`src/design/ec_defs.svh`:
```
// constants for the electronic cam block
`ifndef EC_DEFS_SVH
`define EC_DEFS_SVH
// ==========================================================
// register addresses (word index on the plain port)
`define EC_A_INPUTS   8'h00
`define EC_A_OUTSTATE 8'h01
`define EC_A_DIRECT   8'h02
`define EC_A_CFGA     8'h03
`define EC_A_CFGB     8'h04
`define EC_A_OPTION   8'h05
`define EC_A_CNT_LO   8'h06
`define EC_A_CNT_HI   8'h07
`define EC_A_SP_BASE  8'h10
// ==========================================================
// field positions
`define EC_DIR_OVR    7
`define EC_CFGA_MPOL  8
`define EC_CFGA_MPHS  9
`define EC_CFGA_1MHZ  10
`define EC_CFGA_CLR   11
`define EC_CFGB_VIN   8
`define EC_CFGB_FILT  10
`define EC_CFGB_PS    12
// ==========================================================
// values
`define EC_OPTION_NUM 16'h0003
`define EC_SP_WORDS   34
`define EC_REV_IDX    32
`define EC_FULL_REV   32'h0100_0000
`define EC_CNT_ALL    24'hFF_FFFF
// ==========================================================
// timing
`define EC_CLK_HZ     20000000
`define EC_TICK_HZ    1000000
// last decade count of each slower internal rate
`define EC_DIV_100K   10'h009
`define EC_DIV_10K    10'h063
`define EC_DIV_1K     10'h3E7
`endif

```
`src/design/ec_pkg.sv`:
```
// types shared by the electronic cam block
package ec_pkg;
    typedef logic [23:0] ec_count_t;
    typedef enum logic {EC_SRC_ENC, EC_SRC_INT} ec_src_e;
endpackage

```
`src/design/ec_cam.sv`:
```
// eight-lobe electronic cam with direct i/o and override setup
//
// Notes on behaviour
// - eight lobe comparators, each with its own on and off count.
// - a lobe is active only while the counter lies inside its range.
// - on at low set-point, off at high; inversion swaps this.
// - per-output polarity picks on or off inside the range.
// - maximum count below high set-point acts as the high set-point.
// - maximum count below low set-point keeps the lobe inactive.
// - pins 1-4 are A, B, marker, marker disable; 5-8 general.
// - input read always returns the eight input pin levels.
// - a read-only byte shows the driven state of all outputs.
// - direct write latches seven lines driving output pins 1-7.
// - cam signals take priority over direct lines on output pins.
// - direct line usable only when that pin's lobe is merged away.
// - override bit picks runtime bits over the preloaded setup.
// - override gives merge bits, marker polarity, phase, 1 MHz select.
// - a control bit holds the counter cleared asynchronously.
// - override gives one polarity bit per output.
// - override gives threshold, filter and prescaler fields.
// - a read-only word reports option number three.
// - counter value readable as low word then high word.
// - the counter is 24 bits, any length up to 16,777,216.
// - quadrature counts every edge of A or B alone, up when A leads B.
// - merged lobes appear on the highest channel of the group.
// - marker ignored while marker disable is high.
`timescale 1ns/10ps
`include "ec_defs.svh"
module ec_cam #(
    parameter int         LOBES       = 8,
    parameter logic [6:0] PRE_MERGE   = 7'h00,
    parameter logic [7:0] PRE_POL_NEG = 8'h00,
    parameter logic       PRE_MPOL    = 1'b0,
    parameter logic       PRE_MPHS    = 1'b0,
    parameter logic       PRE_INTCLK  = 1'b0,
    parameter logic [1:0] PRE_PS      = 2'h0,
    parameter logic [1:0] PRE_VIN     = 2'h0,
    parameter logic [1:0] PRE_FILT    = 2'h0
) (
    // clock and reset
    input  wire logic        i_sys_clk,
    input  wire logic        i_nrst,
    // register port
    input  wire logic [7:0]  i_addr,
    input  wire logic [15:0] i_wdata,
    input  wire logic        i_wr,
    input  wire logic        i_rd,
    output logic      [15:0] o_rdata,
    // connector pins
    input  wire logic [7:0]  i_in_pins,
    output logic      [7:0]  o_out_pins,
    // input conditioning selects
    output logic      [1:0]  o_vin_sel,
    output logic      [1:0]  o_filt_sel
);
    if (LOBES != 8) begin : g_bad_lobes
        $error("ec_cam: merge tree serves eight lobes only");
    end

    localparam int TICK_DIV = `EC_CLK_HZ / `EC_TICK_HZ;
    localparam logic [4:0] TICK_LAST = 5'(TICK_DIV - 1);
    // merge k feeds this channel index
    localparam logic [2:0] TGT [7] = '{3'h1, 3'h3, 3'h3, 3'h7,
                                      3'h5, 3'h7, 3'h7};

    // ==========================================================
    // pin synchronisers
    logic [7:0] in_meta;
    logic [7:0] in_sync;
    logic [7:0] in_prev;
    always_ff @(posedge i_sys_clk or negedge i_nrst) begin
        if (!i_nrst) begin
            in_meta <= 8'h00;
            in_sync <= 8'h00;
            in_prev <= 8'h00;
        end else begin
            in_meta <= i_in_pins;
            in_sync <= in_meta;
            in_prev <= in_sync;
        end
    end
    wire enc_a  = in_sync[0];
    wire enc_b  = in_sync[1];
    wire mark   = in_sync[2];
    wire mk_dis = in_sync[3];

    // ==========================================================
    // control registers
    logic [7:0]  direct;
    logic [15:0] cfga;
    logic [15:0] cfgb;
    wire  wr_dir  = i_wr && i_addr == `EC_A_DIRECT;
    wire  wr_cfga = i_wr && i_addr == `EC_A_CFGA;
    wire  wr_cfgb = i_wr && i_addr == `EC_A_CFGB;
    always_ff @(posedge i_sys_clk or negedge i_nrst) begin
        if (!i_nrst) begin
            direct <= 8'h00;
            cfga   <= 16'h0000;
            cfgb   <= 16'h0000;
        end else begin
            if (wr_dir)
                direct <= i_wdata[7:0];
            if (wr_cfga)
                cfga <= i_wdata;
            if (wr_cfgb)
                cfgb <= i_wdata;
        end
    end

    // configuration source select
    wire       ovr   = direct[`EC_DIR_OVR];
    wire [6:0] merge = ovr ? cfga[6:0] : PRE_MERGE;
    wire [7:0] polng = ovr ? cfgb[7:0] : PRE_POL_NEG;
    wire       mpol  = ovr ? cfga[`EC_CFGA_MPOL] : PRE_MPOL;
    wire       mphs  = ovr ? cfga[`EC_CFGA_MPHS] : PRE_MPHS;
    wire       intck = ovr ? cfga[`EC_CFGA_1MHZ] : PRE_INTCLK;
    wire [1:0] ps    = ovr ? cfgb[`EC_CFGB_PS +: 2] : PRE_PS;
    wire [1:0] vin   = ovr ? cfgb[`EC_CFGB_VIN +: 2] : PRE_VIN;
    wire [1:0] filt  = ovr ? cfgb[`EC_CFGB_FILT +: 2] : PRE_FILT;
    wire ec_pkg::ec_src_e src =
        intck ? ec_pkg::EC_SRC_INT : ec_pkg::EC_SRC_ENC;

    // counter clear acts regardless of the override bit
    wire cnt_clr  = cfga[`EC_CFGA_CLR];
    wire cnt_rstn = i_nrst & ~cnt_clr;

    // ==========================================================
    // set-point store
    logic [`EC_SP_WORDS*16-1:0] sp_words;
    wire [7:0] sp_off = i_addr - `EC_A_SP_BASE;
    wire sp_hit = i_addr >= `EC_A_SP_BASE &&
                  sp_off < 8'(`EC_SP_WORDS);
    ec_spmem #(
        .DEPTH (`EC_SP_WORDS),
        .WIDTH (16)
    ) u_mem (
        .i_sys_clk (i_sys_clk),
        .i_nrst    (i_nrst),
        .i_we      (i_wr && sp_hit),
        .i_waddr   (sp_off[5:0]),
        .i_wdata   (i_wdata),
        .o_words   (sp_words)
    );
    wire [31:0] rev_len = sp_words[`EC_REV_IDX*16 +: 32];
    // zero or oversize length falls back to the full 24-bit turn
    wire ec_pkg::ec_count_t max_cnt =
        (rev_len == 32'h0 || rev_len > `EC_FULL_REV) ?
        `EC_CNT_ALL : 24'(rev_len - 32'h1);

    // ==========================================================
    // count sources
    wire da = enc_a ^ in_prev[0];
    wire db = enc_b ^ in_prev[1];
    // both edges at once are a lost phase and do not count
    wire q_step = da ^ db;
    wire q_up   = enc_a ^ in_prev[1];

    logic [4:0] tick_cnt;
    logic [9:0] dec_cnt;
    wire  t1m = tick_cnt == TICK_LAST;
    wire [9:0] dec_last = (ps == 2'h0) ? 10'h000 :
                          (ps == 2'h1) ? `EC_DIV_100K :
                          (ps == 2'h2) ? `EC_DIV_10K : `EC_DIV_1K;
    wire  itick = t1m && dec_cnt == dec_last;
    always_ff @(posedge i_sys_clk or negedge i_nrst) begin
        if (!i_nrst) begin
            tick_cnt <= 5'h00;
            dec_cnt  <= 10'h000;
        end else begin
            tick_cnt <= t1m ? 5'h00 : tick_cnt + 5'h01;
            if (itick)
                dec_cnt <= 10'h000;
            else if (t1m)
                dec_cnt <= dec_cnt + 10'h001;
        end
    end

    // marker: qualified level, restarts the count on its rising edge while the encoder is the count source
    logic mk_q;
    wire  mk_lvl = (mark ^ mpol) & (enc_b ^ mphs) & ~mk_dis;
    wire  mk_hit = mk_lvl & ~mk_q & (src == ec_pkg::EC_SRC_ENC);
    always_ff @(posedge i_sys_clk or negedge i_nrst) begin
        if (!i_nrst)
            mk_q <= 1'b0;
        else
            mk_q <= mk_lvl;
    end

    wire step = (src == ec_pkg::EC_SRC_INT) ? itick : q_step;
    wire up   = (src == ec_pkg::EC_SRC_INT) | q_up;

    // ==========================================================
    // revolution counter
    ec_pkg::ec_count_t cnt;
    ec_pkg::ec_count_t next_cnt;
    always_comb begin
        next_cnt = cnt;
        if (mk_hit)
            next_cnt = 24'h00_0000;
        else if (step && up)
            next_cnt = (cnt >= max_cnt) ? 24'h00_0000
                                        : cnt + 24'h00_0001;
        else if (step)
            next_cnt = (cnt == 24'h00_0000) ? max_cnt
                                            : cnt - 24'h00_0001;
    end
    always_ff @(posedge i_sys_clk or negedge cnt_rstn) begin
        if (!cnt_rstn)
            cnt <= 24'h00_0000;
        else
            cnt <= next_cnt;
    end

    // ==========================================================
    // lobe comparators
    wire [31:0] cnt32 = {8'h00, cnt};
    logic [7:0] in_rng;
    logic [7:0] lobe;
    genvar g;
    generate
        for (g = 0; g < LOBES; g++) begin : g_lobe
            wire [31:0] lo = sp_words[g*64 +: 32];
            wire [31:0] hi = sp_words[g*64+32 +: 32];
            wire [31:0] eff_hi = ({8'h00, max_cnt} < hi) ?
                                 {8'h00, max_cnt} : hi;
            wire reach = {8'h00, max_cnt} >= lo;
            assign in_rng[g] = reach && cnt32 >= lo &&
                               cnt32 < eff_hi;
            assign lobe[g] = in_rng[g] ^ polng[g];
        end
    endgenerate

    // merge tree: each merge folds into a higher channel
    logic [7:0] cam_sig;
    always_comb begin
        cam_sig = lobe;
        for (int k = 0; k < 7; k++) begin
            if (merge[k])
                cam_sig[TGT[k]] = cam_sig[TGT[k]] |
                                  cam_sig[k];
        end
    end

    // pin multiplexer
    wire [7:0] next_out = {cam_sig[7],
                           (merge & direct[6:0]) |
                           (~merge & cam_sig[6:0])};

    // ==========================================================
    // read path
    wire [15:0] sp_rd = sp_words[sp_off[5:0]*16 +: 16];
    wire [15:0] rd_mux =
        (i_addr == `EC_A_INPUTS)   ? {8'h00, in_sync} :
        (i_addr == `EC_A_OUTSTATE) ? {8'h00, o_out_pins} :
        (i_addr == `EC_A_DIRECT)   ? {8'h00, direct} :
        (i_addr == `EC_A_CFGA)     ? cfga :
        (i_addr == `EC_A_CFGB)     ? cfgb :
        (i_addr == `EC_A_OPTION)   ? `EC_OPTION_NUM :
        (i_addr == `EC_A_CNT_LO)   ? cnt[15:0] :
        (i_addr == `EC_A_CNT_HI)   ? {8'h00, cnt[23:16]} :
        sp_hit                     ? sp_rd : 16'h0000;

    // ==========================================================
    // registered outputs
    always_ff @(posedge i_sys_clk or negedge i_nrst) begin
        if (!i_nrst) begin
            o_rdata    <= 16'h0000;
            o_out_pins <= 8'h00;
            o_vin_sel  <= 2'h0;
            o_filt_sel <= 2'h0;
        end else begin
            o_rdata    <= i_rd ? rd_mux : 16'h0000;
            o_out_pins <= next_out;
            o_vin_sel  <= vin;
            o_filt_sel <= filt;
        end
    end
endmodule

```
`src/design/ec_spmem.sv`:
```
// set-point and revolution-length word store
`timescale 1ns/10ps
module ec_spmem #(
    parameter int DEPTH = 34,
    parameter int WIDTH = 16
) (
    // clock and reset
    input  wire logic                   i_sys_clk,
    input  wire logic                   i_nrst,
    // write port
    input  wire logic                   i_we,
    input  wire logic [5:0]             i_waddr,
    input  wire logic [WIDTH-1:0]       i_wdata,
    // all stored words, each straight from its register
    output logic      [DEPTH*WIDTH-1:0] o_words
);
    // six address bits reach 64 words at most
    if (DEPTH > 64 || DEPTH < 1) begin : g_bad_depth
        $error("ec_spmem: depth out of range");
    end

    genvar g;
    generate
        for (g = 0; g < DEPTH; g++) begin : g_word
            always_ff @(posedge i_sys_clk or negedge i_nrst) begin
                if (!i_nrst)
                    o_words[g*WIDTH +: WIDTH] <= '0;
                else if (i_we && i_waddr == 6'(g))
                    o_words[g*WIDTH +: WIDTH] <= i_wdata;
            end
        end
    endgenerate
endmodule

```
`config.mk`:
```
export PLATFORM = sky130hd
export DESIGN_NAME = ec_cam
export DESIGN_NICKNAME = d
export VERILOG_FILES = /design/src/design/ec_pkg.sv /design/src/design/ec_cam.sv /design/src/design/ec_spmem.sv
export VERILOG_INCLUDE_DIRS = /design/src /design/src/design
export SDC_FILE = /design/constraint.sdc
export NUM_CORES = 2
export LEC_CHECK = 0
export BUFFER_PORTS_ARGS = -buffer_cell sky130_fd_sc_hd__buf_2
export CORE_UTILIZATION = 42
export DETAILED_ROUTE_END_ITERATION = 10
export MAX_ROUTING_LAYER = met4
export PLACE_DENSITY = 0.62
export SKIP_LAST_GASP = 1
export SYNTH_ARGS = -nofsm -noshare
export SYNTH_HDL_FRONTEND = slang
export SYNTH_SLANG_ARGS = --single-unit
export TNS_END_PERCENT = 1
```
`constraint.sdc`:
```
create_clock -name i_sys_clk -period 5.04 [get_ports i_sys_clk]
set_input_delay 0.756 -clock i_sys_clk [delete_from_list [all_inputs] [get_ports i_sys_clk]]
set_output_delay 0.756 -clock i_sys_clk [all_outputs]
set_load 0.1 [all_outputs]
```
==> results.sh <==
export IMPL_fmax_ghz=0.144
export IMPL_crit_path_frequent_cell="buf_4"
export IMPL_num_fill_cells=11100
export IMPL_path_clk_slew_ps=70
export IMPL_tightest_slew_ps=1390
export IMPL_clockBufferDepth=3
export IMPL_max_stage_delay_ps=550
export IMPL_pin_count=64
export IMPL_pwr_share_clk=0.232
export IMPL_p_total_mw=28.1
export IMPL_layout_min_cycle_time_ps=6960
export IMPL_p_switching_mw=12.4
export IMPL_routed_via_density=6.30
export IMPL_totalWireLength_um=236000
export IMPL_whs_path_depth=1
export IMPL_h_tree_depth=3
export IMPL_dieArea_mm2=0.125
export IMPL_fin_crit_sh=1.38
export IMPL_finalSetupViolations=32
export IMPL_ys_flop_type="dfrtp_1"
export IMPL_max_slew_margin=0.0663
export IMPL_clk_latency_ps=700
export IMPL_crit_required_ps=5680
export IMPL_netlist_area_leader_share=0.323
export IMPL_pre_cts_ws_ps=-2280
export IMPL_grt_pass1_wl_um=337000
export IMPL_fin_skew_ps=23.8
export IMPL_synth_nets=6337
export IMPL_layout_drive_gt1_share=0.231
export IMPL_cpMaxStageDelayCell="or4_4"
export IMPL_grt_pass1_vias=46600
export IMPL_synth_area_mm2=0.0519
export IMPL_rows=128
export IMPL_status="complete, but fails checks"
export IMPL_path_max_fanout=9
export IMPL_antenna_found_initial=25
export IMPL_nets=6849
export IMPL_drc=0
export IMPL_r2r_start="u_mem.o_words[523]"
export IMPL_p_leak_nw=31.5
export IMPL_yosysWarningCount=0
export IMPL_dr_first_iter_drc_count=6546
export IMPL_setup_slack_ps=-1920
export IMPL_cts_sink_count=670
export IMPL_p_comb_frac=0.521
export IMPL_cts_tree="built"
export IMPL_min_path_type="in -> reg"
export IMPL_numCtsBuffers=82
export IMPL_grt_use_total=0.385
export IMPL_internal_power_mw=15.7
export IMPL_synth_area_top_cells="dfrtp_1 32%, ha_1 19%, mux4_2 6.9%"
export IMPL_switching_share=0.442
export IMPL_setup_worst_path_start="u_mem.o_words[523]"
export IMPL_num_vias=48700
export IMPL_rsz0062_at_grt="true"
export IMPL_startpoint_type="flop"
export IMPL_initial_utilization=0.425
export IMPL_hold_start="i_in_pins[6]"
export IMPL_grt_start_max_net_pins=138
export IMPL_hpwl_um=173000
export IMPL_synth_edff_count=0
export IMPL_grt_overflow=0
export IMPL_area_growth_pct=20.9
export IMPL_p_per_area_mw_per_mm2=448
export IMPL_routedWlPerCell_um=30.5
export IMPL_syn_instance_count=5514
export IMPL_drtPass1Iterations=7
export IMPL_fin_setup_tns_ps=-32150
export IMPL_yosysUniqueCellTypes=85
export IMPL_ys_seq_area_frac=0.323
export IMPL_place_congestion=1.05
export IMPL_syn_area_per_cell_um2=9.42
export IMPL_rr_worst_depth=33
export IMPL_ir_drop_v=0.000416
export IMPL_p_seq_frac=0.247
export IMPL_root_buffer="clkbuf_16"
export IMPL_hold_viol=0
export IMPL_synth_seq_cells=670
export IMPL_violations="setup timing"
export IMPL_drv_slew=0
export IMPL_yosys_area_top_type="dfrtp_1"
export IMPL_cp_arrival_ps=7610
export IMPL_postRouteAntennaNets=0
export IMPL_cap_violations=0
export IMPL_die_h_um=354
export IMPL_core_area_mm2=0.122
export IMPL_die_w_um=354
export IMPL_end_kind="flop"
export IMPL_worstSetupPathType="reg -> reg"
export IMPL_async_flop_share=1.00
export IMPL_io_buffers=63
## power by group through the flow
| stage | Clock [mW] | Combinational (mW) | Sequential (mW) |
|---|---|---|---|
| 6_report | 6.53 | 14.7 | 6.94 |
| 5_1_grt | 6.75 | 15.6 | 6.90 |
| 4_1_cts | 6.58 | 14.0 | 6.85 |
| 3_5_place_dp | 0 | 13.5 | 6.94 |
| 3_3_place_gp | 0 | 13.3 | 6.92 |
| 2_1_floorplan | 0 | 7.32 | 6.35 |
## final timing paths
kind,to,slack [ps]
max,o_out_pins[3],-1920
min,in_meta[6],160
max reg2reg,o_out_pins[3],-1920
min reg2reg,in_sync[3],350
max in group asynchronous,cnt[10],3100
min in group asynchronous,cnt[13],570
## cells in the final DEF, fill, tap and decap left out, types with 16 or more instances in the layout
cell / n
nor2_2: 17
nand2b_1: 33
nand4_1: 100
a211oi_1: 33
clkbuf_8: 19
nand3_1: 95
diode_2: 21
inv_1: 444
nor2b_1: 36
o31ai_1: 16
a21o_1: 163
o2bb2ai_1: 18
nor3_1: 80
o21a_1: 32
and4_1: 20
nor4_1: 45
mux4_2: 160
dfrtp_2: 21
a31oi_1: 26
mux2_2: 217
and3_1: 19
buf_12: 52
nand2_1: 599
a21oi_1: 287
buf_6: 18
o21ai_1: 33
xnor2_1: 43
o21ai_0: 574
a22oi_1: 23
a211o_1: 19
buf_4: 582
buf_2: 56
o211ai_1: 22
dfrtp_1: 649
mux2i_1: 96
nor2_1: 200
clkbuf_16: 84
ha_1: 773
## logic make-up (layout without fill, tap and decap cells)
logic type / after synthesis / in the layout / synth area share
simple gates: 1364 / 1364 / 0.122
flops: 670 / 670 / 0.323
compound gates: 1429 / 1429 / 0.167
mux: 473 / 473 / 0.135
xor+xnor: 58 / 58 / 0.00978
other cells: 0 / 21 / 0
buf+inv: 733 / 1309 / 0.0539
fa+ha+maj: 787 / 787 / 0.190
## synthesized netlist by cell type (17+ instances only)
library cell / instances
a2111oi_0: 22
a211o_1: 21
a211oi_1: 42
a21o_1: 164
a21oi_1: 298
a22oi_1: 25
a31oi_1: 28
and3_1: 19
and4_1: 20
buf_1: 33
buf_2: 31
clkbuf_1: 221
dfrtp_1: 670
ha_1: 787
inv_1: 445
mux2_2: 216
mux2i_1: 96
mux4_2: 160
nand2_1: 620
nand2b_1: 33
nand3_1: 101
nand4_1: 100
nor2_1: 217
nor2b_1: 37
nor3_1: 94
nor4_1: 48
o2111ai_1: 17
o211ai_1: 22
o21a_1: 33
o21ai_0: 601
o2bb2ai_1: 18
o31ai_1: 19
xnor2_1: 45
## metal layers
metal	GRT usage	up-vias	share of wire
li1	-	21200	-
met1	0.511	24000	0.40
met2	0.526	2954	0.41
met3	0.106	613	0.12
met4	0.209	0	0.063
met5	-	-	0
## worst max-delay path, delay by kind of cell (launching register included)
kind                       cells  cell delay (ps)
AOI/OAI and AO/OA              8             1490
adders and majority gates      2              600
buffers and inverters         10             1520
DFF                            1              380
muxes                          1               80
and+or+nand+nor               12             2810
## cell type report
type                    count  area (um^2)  area share
clock inverters            32          474     0.00755
multi-input cells        4111        33400       0.531
inverters                 447         1680      0.0268
flip-flops and latches    670        16800       0.267
clock buffers             116         2400      0.0382
well taps                1625         2030      0.0324
repair buffers            714         6010      0.0956
diodes                     21         52.6    0.000837
## sequential cells by signal, indices dropped and copies added, names as in the netlist
name           count
u_mem.o_words    544
cnt               24
cfga              16
cfgb              16
o_rdata           16
dec_cnt           10
direct             8
in_meta            8
in_sync            8
o_out_pins         8
tick_cnt           5
in_prev            2
o_filt_sel         2
o_vin_sel          2
mk_q               1
## per-stage QoR
step / std cells / util / hold WS (ps) / cell area, um^2
after floorplan: 5514 / - / 331 / 52400
after global placement: 7536 / 0.483 / 334 / 59000
after detailed placement: 7536 / 0.483 / 337 / 59000
after CTS: 7703 / 0.512 / 124 / 62500
after global routing: 7728 / 0.514 / 165 / 62800
final: 7736 / 0.514 / 164 / 62800
## timing repair
| action | 4_1_cts | 5_1_grt |
|---|---|---|
| hold endpoints to repair | 40 | 0 |
| pin swaps | 69 | 33 |
| gates resized for setup | 120 | 27 |
| hold buffers | 1 | 0 |
| setup endpoints to repair | 32 | 32 |
| buffers inserted | 15 | 12 |
| cloned | 3 | 0 |
Power figures use the tool's default switching activity.
